**config.mk**
```make
export PLATFORM = sky130hd
export DESIGN_NAME = set_top
export DESIGN_NICKNAME = d
export VERILOG_FILES = /design/src/shared/set_pkg.sv /design/src/logic/set_pin_capture.sv /design/src/logic/set_top.sv
export VERILOG_INCLUDE_DIRS = /design/src /design/src/shared
export SDC_FILE = /design/constraint.sdc
export NUM_CORES = 1
export LEC_CHECK = 0
export BUFFER_PORTS_ARGS = -buffer_cell sky130_fd_sc_hd__buf_2
export CAP_MARGIN = 0
export CORE_ASPECT_RATIO = 1.2
export CORE_MARGIN = 8
export CORE_UTILIZATION = 56
export CTS_BUF_LIST = sky130_fd_sc_hd__clkbuf_16
export CTS_CLUSTER_DIAMETER = 150
export DETAILED_ROUTE_END_ITERATION = 10
export GPL_ROUTABILITY_DRIVEN = 0
export PLACE_DENSITY = 0.86
export RECOVER_POWER = 50
export SLEW_MARGIN = 20
export SYNTH_ARGS = -nofsm -noshare
export SYNTH_HDL_FRONTEND = slang
export SYNTH_SLANG_ARGS = --single-unit
```
**constraint.sdc**
```tcl
create_clock -name i_mclk -period 7.97 [get_ports i_mclk]
set_clock_uncertainty 0.05 [all_clocks]
set_input_delay 0.797 -clock i_mclk [delete_from_list [all_inputs] [get_ports i_mclk]]
set_output_delay 0.797 -clock i_mclk [all_outputs]
set_load 0.01 [all_outputs]
```
**src/shared/set_map.svh**
```systemverilog
// constants for the strobe event timestamp block
`ifndef SET_MAP_SVH
`define SET_MAP_SVH

// clock and time base
`define SET_CLK_PERIOD_NS 40
`define SET_MS_NS 1000000
`define SET_WEEK_MS 32'h240c8400

// pin positions
`define SET_PIN_A 0
`define SET_PIN_B 1
`define SET_PIN_C 2
`define SET_PIN_D 3
`define SET_NUM_PINS 4

// io_configuration_word fields
`define SET_CFG_EDGE_BIT 0
`define SET_CFG_PULSE_OUT_BIT 5

// hardware_status_word field
`define SET_HW_STROBE_EVENT_BIT 5

// startup and reset values
`define SET_BOOT_CYCLES 3'h4
`define SET_RST_WORD 32'h00000000

`endif

```
**src/shared/set_pkg.sv**
```systemverilog
// types for the strobe event timestamp block
package set_pkg;
	typedef logic [31:0] set_word_t;
	typedef logic [3:0] set_pins_t;
	typedef logic [1:0] set_pin_idx_t;
	typedef enum logic [0:0] {
		SET_BOOT,
		SET_RUN
	} set_state_t;
endpackage

```
**src/logic/set_pin_capture.sv**
```systemverilog
// one strobe pin: synchroniser and edge detector
module set_pin_capture (
	// clock and reset
	input wire logic i_mclk,
	input wire logic i_srst,
	// pin and configuration
	input wire logic i_pin,
	input wire logic i_edge_high,
	input wire logic i_enable,
	// results
	output logic o_level,
	output logic o_edge
);
	logic meta;
	logic sync;
	logic prev;

	always_ff @(posedge i_mclk) begin
		if (i_srst) begin
			meta <= 1'h1;
			sync <= 1'h1;
			prev <= 1'h1;
		end else begin
			meta <= i_pin;
			sync <= meta;
			prev <= sync;
		end
	end

	// rising when edge bit set, falling otherwise
	assign o_edge = i_enable & (i_edge_high ? (sync & ~prev) : (~sync & prev));
	assign o_level = sync;
endmodule // set_pin_capture

```
**src/logic/set_top.sv**
```systemverilog
// strobe input capture, timestamp and strobe output pulse
//
// Function
// - capture an event when an enabled strobe pin changes in the configured direction
// - edge bit zero means falling edge, one means rising edge
// - enable pull-up or pull-down on each capture-enabled strobe pin from the edge setting, except pin d while the pulse output is on
// - events are timestamped with one millisecond resolution
// - only the four pins capture, each only when configured as strobe input
// - select pin low at startup enables SPI, removing pins a and c from capture
// - internal pull-up holds select pin high at startup, leaving pins usable
// - each event requests a timestamp message and a navigation message
// - ascii messages by default, binary records when the port flag is set
// - record holds week, millisecond of week, pin and event index, 32 bits each
// - week counts GPS weeks, time of week counts milliseconds since Sunday
// - event sets the strobe bit of the hardware status word
// - when enabled, drive a one millisecond pulse at each inertial period start
// - strobe output active only while its enable bit is set
// - output pulse polarity follows the edge bit
// - timestamps use the GPS time base without leap seconds
`include "set_map.svh"

module set_top #(
	parameter int MS_CYCLES = `SET_MS_NS / `SET_CLK_PERIOD_NS
) (
	// clock and reset
	input wire logic i_mclk,
	input wire logic i_srst,
	// strobe pins a to d, d shared with pulse output
	input wire set_pkg::set_pins_t i_pin,
	output set_pkg::set_pins_t o_pull_up,
	output set_pkg::set_pins_t o_pull_down,
	output logic o_pin_d,
	output logic o_pin_d_oe,
	// configuration
	input wire set_pkg::set_word_t i_io_configuration_word,
	input wire set_pkg::set_pins_t i_capture_enable,
	input wire logic i_binary_strobe_output,
	// GPS time load
	input wire logic i_time_load,
	input wire set_pkg::set_word_t i_load_week,
	input wire set_pkg::set_word_t i_load_week_time_millis,
	// inertial period start
	input wire logic i_preintegrated_inertial_period,
	// message handshake
	input wire logic i_timestamp_ack,
	input wire logic i_nav_ack,
	input wire logic i_nav_record_sent,
	// status
	output logic o_spi_enabled,
	output logic o_time_valid,
	output set_pkg::set_word_t o_week,
	output set_pkg::set_word_t o_week_time_millis,
	output set_pkg::set_word_t o_hardware_status_word,
	// event record and requests
	output logic o_event,
	output set_pkg::set_word_t o_rec_week,
	output set_pkg::set_word_t o_rec_week_time_millis,
	output set_pkg::set_word_t o_rec_pin,
	output set_pkg::set_word_t o_rec_count,
	output logic o_timestamp_req,
	output logic o_nav_req,
	output logic o_req_binary
);
	import set_pkg::*;

	localparam int MS_CNT_W = $clog2(MS_CYCLES + 1);
	localparam logic [MS_CNT_W-1:0] MS_LAST = MS_CNT_W'(MS_CYCLES - 1);

	set_state_t state;
	logic [2:0] boot_cnt;
	logic edge_high;
	logic pulse_en;
	set_pins_t level;
	set_pins_t edges;
	set_pins_t pin_ok;
	logic any_edge;
	set_pin_idx_t first_pin;
	logic [MS_CNT_W-1:0] div_cnt;
	logic ms_tick;
	logic [MS_CNT_W-1:0] pulse_cnt;
	logic pulse_active;
	set_word_t next_week_time_millis;
	set_word_t next_week;
	set_word_t count;

	// lowest numbered pin wins when several fire together
	function automatic set_pin_idx_t lowest_pin(input set_pins_t p);
		set_pin_idx_t idx;
		idx = 2'h0;
		for (int k = `SET_NUM_PINS - 1; k >= 0; k--) begin
			if (p[k]) begin
				idx = set_pin_idx_t'(k);
			end
		end
		return idx;
	endfunction

	// pull towards the idle level of the chosen edge
	function automatic logic wants_pull_up(input logic high_edge);
		return ~high_edge;
	endfunction

	assign edge_high = i_io_configuration_word[`SET_CFG_EDGE_BIT];
	assign pulse_en = i_io_configuration_word[`SET_CFG_PULSE_OUT_BIT];

	// pin permission: spi takes a and c, pulse output takes d
	always_comb begin
		pin_ok = i_capture_enable;
		if (o_spi_enabled) begin
			pin_ok[`SET_PIN_A] = 1'h0;
			pin_ok[`SET_PIN_C] = 1'h0;
		end
		if (pulse_en) begin
			pin_ok[`SET_PIN_D] = 1'h0;
		end
		if (state != SET_RUN) begin
			pin_ok = 4'h0;
		end
	end

	genvar g;
	generate
		for (g = 0; g < `SET_NUM_PINS; g++) begin : g_pin
			set_pin_capture u_cap (
				.i_mclk(i_mclk),
				.i_srst(i_srst),
				.i_pin(i_pin[g]),
				.i_edge_high(edge_high),
				.i_enable(pin_ok[g]),
				.o_level(level[g]),
				.o_edge(edges[g])
			);
		end
	endgenerate

	assign any_edge = |edges;
	assign first_pin = lowest_pin(edges);

	// startup: let the select pin settle, then sample it once
	always_ff @(posedge i_mclk) begin
		if (i_srst) begin
			state <= SET_BOOT;
			boot_cnt <= 3'h0;
			o_spi_enabled <= 1'h0;
		end else begin
			unique case (state)
				SET_BOOT: begin
					if (boot_cnt == `SET_BOOT_CYCLES) begin
						o_spi_enabled <= ~level[`SET_PIN_B];
						state <= SET_RUN;
					end else begin
						boot_cnt <= boot_cnt + 3'h1;
					end
				end
				SET_RUN: begin
					state <= SET_RUN;
				end
			endcase
		end
	end

	// internal pulls
	always_ff @(posedge i_mclk) begin
		if (i_srst) begin
			o_pull_up <= 4'h2;
			o_pull_down <= 4'h0;
		end else begin
			for (int k = 0; k < `SET_NUM_PINS; k++) begin
				o_pull_up[k] <= i_capture_enable[k] & wants_pull_up(edge_high);
				o_pull_down[k] <= i_capture_enable[k] & ~wants_pull_up(edge_high);
			end
			if (state == SET_BOOT) begin
				o_pull_up[`SET_PIN_B] <= 1'h1;
				o_pull_down[`SET_PIN_B] <= 1'h0;
			end
			if (pulse_en) begin
				o_pull_up[`SET_PIN_D] <= 1'h0;
				o_pull_down[`SET_PIN_D] <= 1'h0;
			end
		end
	end

	// one millisecond enable
	always_ff @(posedge i_mclk) begin
		if (i_srst || i_time_load) begin
			div_cnt <= '0;
			ms_tick <= 1'h0;
		end else if (div_cnt == MS_LAST) begin
			div_cnt <= '0;
			ms_tick <= 1'h1;
		end else begin
			div_cnt <= div_cnt + MS_CNT_W'(1);
			ms_tick <= 1'h0;
		end
	end

	// GPS week and millisecond of week, wraps at end of Saturday
	always_comb begin
		next_week = o_week;
		next_week_time_millis = o_week_time_millis + 32'h1;
		if (next_week_time_millis == `SET_WEEK_MS) begin
			next_week_time_millis = 32'h0;
			next_week = o_week + 32'h1;
		end
	end

	always_ff @(posedge i_mclk) begin
		if (i_srst) begin
			o_week <= `SET_RST_WORD;
			o_week_time_millis <= `SET_RST_WORD;
			o_time_valid <= 1'h0;
		end else if (i_time_load) begin
			o_week <= i_load_week;
			o_week_time_millis <= i_load_week_time_millis;
			o_time_valid <= 1'h1;
		end else if (ms_tick) begin
			o_week <= next_week;
			o_week_time_millis <= next_week_time_millis;
		end
	end

	// event record
	always_ff @(posedge i_mclk) begin
		if (i_srst) begin
			count <= `SET_RST_WORD;
			o_event <= 1'h0;
			o_rec_week <= `SET_RST_WORD;
			o_rec_week_time_millis <= `SET_RST_WORD;
			o_rec_pin <= `SET_RST_WORD;
			o_rec_count <= `SET_RST_WORD;
		end else begin
			o_event <= any_edge;
			if (any_edge) begin
				count <= count + 32'h1;
				o_rec_count <= count + 32'h1;
				o_rec_week <= o_week;
				o_rec_week_time_millis <= o_week_time_millis;
				o_rec_pin <= {30'h0, first_pin};
			end
		end
	end

	// message requests held until acknowledged, a new event wins over ack
	always_ff @(posedge i_mclk) begin
		if (i_srst) begin
			o_timestamp_req <= 1'h0;
			o_nav_req <= 1'h0;
			o_req_binary <= 1'h0;
		end else begin
			if (any_edge) begin
				o_timestamp_req <= 1'h1;
				o_nav_req <= 1'h1;
				o_req_binary <= i_binary_strobe_output;
			end else begin
				if (i_timestamp_ack) begin
					o_timestamp_req <= 1'h0;
				end
				if (i_nav_ack) begin
					o_nav_req <= 1'h0;
				end
			end
		end
	end

	// strobe flag in the hardware status word, cleared once a nav record goes out
	always_ff @(posedge i_mclk) begin
		if (i_srst) begin
			o_hardware_status_word <= `SET_RST_WORD;
		end else if (any_edge) begin
			o_hardware_status_word[`SET_HW_STROBE_EVENT_BIT] <= 1'h1;
		end else if (i_nav_record_sent) begin
			o_hardware_status_word[`SET_HW_STROBE_EVENT_BIT] <= 1'h0;
		end
	end

	// pulse length counter, restarts at each period start
	always_ff @(posedge i_mclk) begin
		if (i_srst || !pulse_en) begin
			pulse_cnt <= '0;
			pulse_active <= 1'h0;
		end else if (i_preintegrated_inertial_period) begin
			pulse_cnt <= '0;
			pulse_active <= 1'h1;
		end else if (pulse_active) begin
			if (pulse_cnt == MS_LAST) begin
				pulse_active <= 1'h0;
			end else begin
				pulse_cnt <= pulse_cnt + MS_CNT_W'(1);
			end
		end
	end

	// pin d drive
	always_ff @(posedge i_mclk) begin
		if (i_srst) begin
			o_pin_d <= 1'h0;
			o_pin_d_oe <= 1'h0;
		end else begin
			o_pin_d_oe <= pulse_en;
			o_pin_d <= (pulse_en && (i_preintegrated_inertial_period || (pulse_active && pulse_cnt != MS_LAST)))
				? edge_high : ~edge_high;
		end
	end
endmodule // set_top

```
After elaboration in Yosys (flattened, before gate mapping)

Index checks and enable logic that the tools add are counted.

Add/subtract/negate cells: 6
Equal/unequal tests: 5
Muxes and demuxes: 31
Bitwise operators: 32
Reductions and logical operators: 20

Operator list:

| operator                                        | count |
|---|---|
| 2-to-1 mux 32 bit                               | 6 |
| adder 32 x 1 -> 32 bit, second input constant   | 3 |
| == test 32 x 30 -> 1 bit, second input constant | 1 |
| adder 15 x 1 -> 15 bit, second input constant   | 2 |
| == test 15 bit, second input constant           | 2 |
| bitwise AND 1 bit                               | 20 |
| 2-to-1 mux 1 bit                                | 19 |
| inequality test 15 bit, second input constant   | 1 |
| NOT 1 bit                                       | 12 |
| nonzero test 2 bit                              | 5 |
| 2-to-1 mux 2 bit                                | 4 |
| AND reduction 2 bit                             | 4 |
| OR reduction 2 bit                              | 4 |
| 2-to-1 mux 4 bit                                | 1 |
| OR reduction 4 bit                              | 1 |
| adder 3 x 1 -> 3 bit, second input constant     | 1 |
| == test 3 bit, second input constant            | 1 |
| logical OR 1 bit                                | 3 |
| logical AND 1 bit                               | 2 |
| case mux 1 bit (2 select lines)                 | 1 |
| zero test 1 bit                                 | 1 |

Register bits after elaboration: 227

Depth between registers and ports, before layout

Word-level depth: 8
Gate-level depth with buffers: 11
Gate-level depth less buffers: 9

By module

From an unflattened synthesis, not the netlist that was laid out.

Cell total of the unflattened synthesis: 1348
Area, all modules: 11115.7 µm²

By module, submodules not included:

| module          | times used | cells each | area an instance (µm²) | seq. area each (µm²) |
|---|---|---|---|---|
| set_top         | 1          | 1312       | 10705.3                | 4304.1 |
| set_pin_capture | 4          | 9          | 102.6                  | 60.1 |

Worst setup path before layout

No wires, ideal clock.

Path type: flip-flop to flip-flop
Start point: register o_week_time_millis[24]
End point: register o_week[7]
Library setup time: 0.122 ns
Data arrival time: 3.353 ns
Data required time: 7.798 ns
Path slack: 4.445 ns
Stages on the path, launching flop included: 10
Clock period less this slack: 3.525 ns
Cell sequence: dfxtp_1 -> clkbuf_1 -> nand4_1 -> nor4_1 -> mux2_2 -> a211o_1 -> or4_4 -> or4_4 -> buf_6 -> a311o_1

Word-level cells in the longest chain between the ends: 4

RTL lines:

| what                               | line           | RTL |
|---|---|---|
| from (decl)                        | set_top.sv:52  | `output set_pkg::set_word_t o_week_time_millis,` |
| from (signal assigned)             | set_top.sv:210 | `` o_week_time_millis <= `SET_RST_WORD; `` |
| from (signal assigned)             | set_top.sv:214 | `o_week_time_millis <= i_load_week_time_millis;` |
| from (signal assigned)             | set_top.sv:218 | `o_week_time_millis <= next_week_time_millis;` |
| adder 32 x 1 -> 32 bit             | set_top.sv:200 | `next_week_time_millis = o_week_time_millis + 32'h1;` |
| == test 32 x 30 -> 1 bit (no line) | -              |  |
| nonzero test 2 bit (no line)       | -              |  |
| AND reduction 2 bit (no line)      | -              |  |
| to (signal assigned)               | set_top.sv:209 | `` o_week <= `SET_RST_WORD; `` |
| to (signal assigned)               | set_top.sv:213 | `o_week <= i_load_week;` |
| to (signal assigned)               | set_top.sv:217 | `o_week <= next_week;` |
| to (decl)                          | set_top.sv:51  | `output set_pkg::set_word_t o_week,` |

No other way between the ends.
A chain may end at the register's enable or synchronous reset.

Final worst setup path

Start point: register o_week_time_millis[16]
End point: register o_week[18]

The elaborated chain is that of the path after synthesis.

==> summary.txt <==
Status
  • Status: finished, final reports clean

Place
  • I/O Buffers: 260
  • Hpwl dp: 21.53 mm

GRT
  • Number of global-route vias before repair: 10.04k
  • GRT Util Overall: 23.35%
  • Initial antenna violation count: 8
  • GR Overflow Total: 0
  • First-pass GRT wire length: 49.47 mm
  • Largest net degree at the start of global routing: 135

Routing
  • Remaining antenna violation count after routing: 0
  • 1st-pass router iterations: 5
  • Routed WL per cell: 16.18 um
  • Residual DRC: 0
  • Via count: 10.40k
  • Avg Vias per Cell: 5.475
  • Final WL: 30.75 mm
  • Drt first-iter violations: 595

Pwr
  • Max VDD drop: 0.1642 mV
  • Leak Pwr: 4.666 nW
  • P per Cell Area: 195.5 mW/mm^2

Clock network
  • Clock Latency Late Sink: 0.51 ns
  • PostCTS Resize Cnt: 0
  • Clock Root Buffer: clkbuf_16
  • Worst-path clk slew: 0.06 ns
  • CTS buffer count: 25
  • Hold buffers post-CTS: 0
  • CTS Buffer Depth: 3
  • Htree depth: 1
  • CTS tree: built
  • Post-CTS Setup Bufs: 0
  • Clock Sinks: 227

Cells and area
  • Final Util: 65.71%
  • Most frequent cells in the layout: nand2_1 (232), dfxtp_1 (227), clkbuf_1 (174)
  • Area delta synth->final: 14.86%
  • Fillers: 1739
  • Register area: 0.004544 mm^2
  • Nets@finish: 1736
  • Layout cells sized above 1: 10.02%
  • Most common cell after layout, fill and taps aside: nand2_1
  • Area of the multi-input gates: 0.005992 mm^2

Worst setup path
  • Peak per-stage delay on the critical path: 0.61 ns
  • Worst path cell trace: nand3_1, nor4_1, mux2_2, a211o_1, or4_4, nor4_4, buf_6, nor2_1, or3_1
  • Critical Setup Path Class: flop to flop
  • Setup crit start kind: flop
  • Crit path required time: 8.32 ns
  • Critical path fanouts, max: 10
  • Worst Path Buf+Inv: 1
  • CP delay by family, top: simple AND/OR/NAND/NOR gates
  • Crit end category: flop
  • Worst Path Arrival: 4.31 ns
  • CP max stage cell: or4_4

STA
  • Final slew viol count: 0
  • Relative slew slack: 29.49%
  • Setup TNS: 0 ns
  • Final setup vio count: 0
  • Final Cycle Share: 49.74%
  • Crit path time final: 3.964 ns
  • RSZ-0062 raised after global routing: no
  • Worst Tran Pin Value: 1.058 ns
  • Final hold violation count: 0
  • Peak Freq: 252.3 MHz

Synth
  • Synth Cell Area: 0.01122 mm^2
  • Number of synthesized register bits: 227
  • Avg Cell Area, Syn: 7.960 um^2
  • Ys async rst share: 0%
  • Prevailing post-synth register cell: dfxtp_1
  • Mapped Cells: 1410
  • Register area share after synthesis: 40.49%
  • Number of synthesis warnings: 0
  • Post-synth EDFFs: 0
  • Netlist cell types: 63

Run
  • Max cap viols: 0

Floorplanning
  • Initial core utilization: 57.21%
  • IO Pins: 352
  • Width of the die: 145.2 um
  • Row count: 56
  • Die Y: 171.1 um
  • Core box area: 0.01962 mm^2
  • Die area: 0.02485 mm^2

Hold path
  • Min-Delay Path Class: flop to flop
==> per-layer routing <==
layer  global-route usage [%]  up-vias  share of wire (%)
met5                        0        -               0.19
met4                    8.024       10                2.7
met3                    7.135       67                7.8
met2                    41.76      354                 50
met1                    25.99     4837                 39
li1                         -     5135                  -
==> worst reg2reg max path, cell delays in order (launching register included) <==
cell and delay, ns:
dfxtp_1 0.52, nand3_1 0.31, nor4_1 0.45, mux2_2 0.38
a211o_1 0.29, or4_4 0.61, nor4_4 0.59, buf_6 0.25
nor2_1 0.07, or3_1 0.34
==> sequential cells by signal, summed over array words and instances, names as in the netlist, 15 cells and up <==
register,count
count,32
o_week,32
o_rec_week,32
div_cnt,15
pulse_cnt,15
o_rec_week_time_millis,32
o_week_time_millis,32
==> cell type report <==
type                       instances  area share, %
antenna                            3        0.05824
clock buffer                      25          4.853
clock inverter                    21         0.9512
inverter                          29         0.8444
multi-input combinational       1065          46.48
sequential                       227          35.25
tap                              261          2.533
timing repair buffer             269          9.027
==> power breakdown <==
group	switching [mW]	internal, mW
Clock	0.458	0.601
Sequential	0.0599	1.17
Combinational	0.137	0.0902
Total	0.654	1.87
==> logic make-up after synthesis <==
logic type | after synthesis | synth area share [%]
flops | 227 | 40.49
simple gates | 701 | 31.24
compound gates | 185 | 10.29
buf+inv | 178 | 8.250
mux | 22 | 1.973
other cells | 1 | 0.03341
xor+xnor | 89 | 6.945
fa+ha+maj | 7 | 0.7803
==> worst paths after layout <==
kind,start,to,slack (ns),cells after the start
worst min register to register,g_pin[0].u_cap.meta$_SDFF_PP1_,g_pin[0].u_cap.o_level$_SDFF_PP1_,0.36,1
worst max register to register,o_week_time_millis[16]$_SDFFE_PP0P_,o_week[18]$_SDFFE_PP0P_,4.01,9
worst min-delay path,g_pin[0].u_cap.meta$_SDFF_PP1_,g_pin[0].u_cap.o_level$_SDFF_PP1_,0.36,1
worst max-delay path,o_week_time_millis[16]$_SDFFE_PP0P_,o_week[18]$_SDFFE_PP0P_,4.01,9
==> per-stage QoR <==
step | area (um^2) | power (mW) | setup WS [ns] | hold WS (ns) | std cells
3_3_place_gp | 12340 | 1.480 | 3.872 | 0.3435 | 1850
2_1_floorplan | 11450 | 1.423 | 4.445 | 0.3395 | 1470
6_report | 12890 | 2.520 | 4.006 | 0.3618 | 1900
4_1_cts | 13090 | 2.546 | 3.724 | 0.3604 | 1896
5_1_grt | 12890 | 2.627 | 3.742 | 0.3784 | 1900
3_5_place_dp | 12340 | 1.489 | 3.746 | 0.3466 | 1850
==> Yosys cell counts (8+ instances only) <==
| cell | number | area share [%] |
|---|---|---|
| nand2_1 | 232 | 7.8 |
| dfxtp_1 | 227 | 40 |
| nor2_1 | 144 | 4.8 |
| a21oi_1 | 102 | 4.5 |
| clkbuf_1 | 66 | 2.2 |
| buf_4 | 61 | 4.1 |
| nand3_1 | 58 | 2.6 |
| xor2_1 | 52 | 4.1 |
| nor3_1 | 38 | 1.7 |
| xnor2_1 | 37 | 2.9 |
| nor3b_1 | 30 | 2.0 |
| inv_1 | 29 | 0.97 |
| nor4_1 | 29 | 1.6 |
| nand4_1 | 28 | 1.6 |
| and3_1 | 25 | 1.4 |
| o211ai_1 | 23 | 1.5 |
| mux2i_1 | 21 | 1.9 |
| or3_1 | 18 | 1.0 |
| or2_2 | 17 | 0.95 |
| nand3b_1 | 13 | 0.87 |
| nor2b_1 | 13 | 0.72 |
| buf_2 | 11 | 0.49 |
| nand2b_1 | 11 | 0.61 |
| a221oi_1 | 9 | 0.70 |
| buf_1 | 9 | 0.30 |
| o21ai_0 | 8 | 0.36 |
No activity file was read; power rests on OpenSTA's default activity.
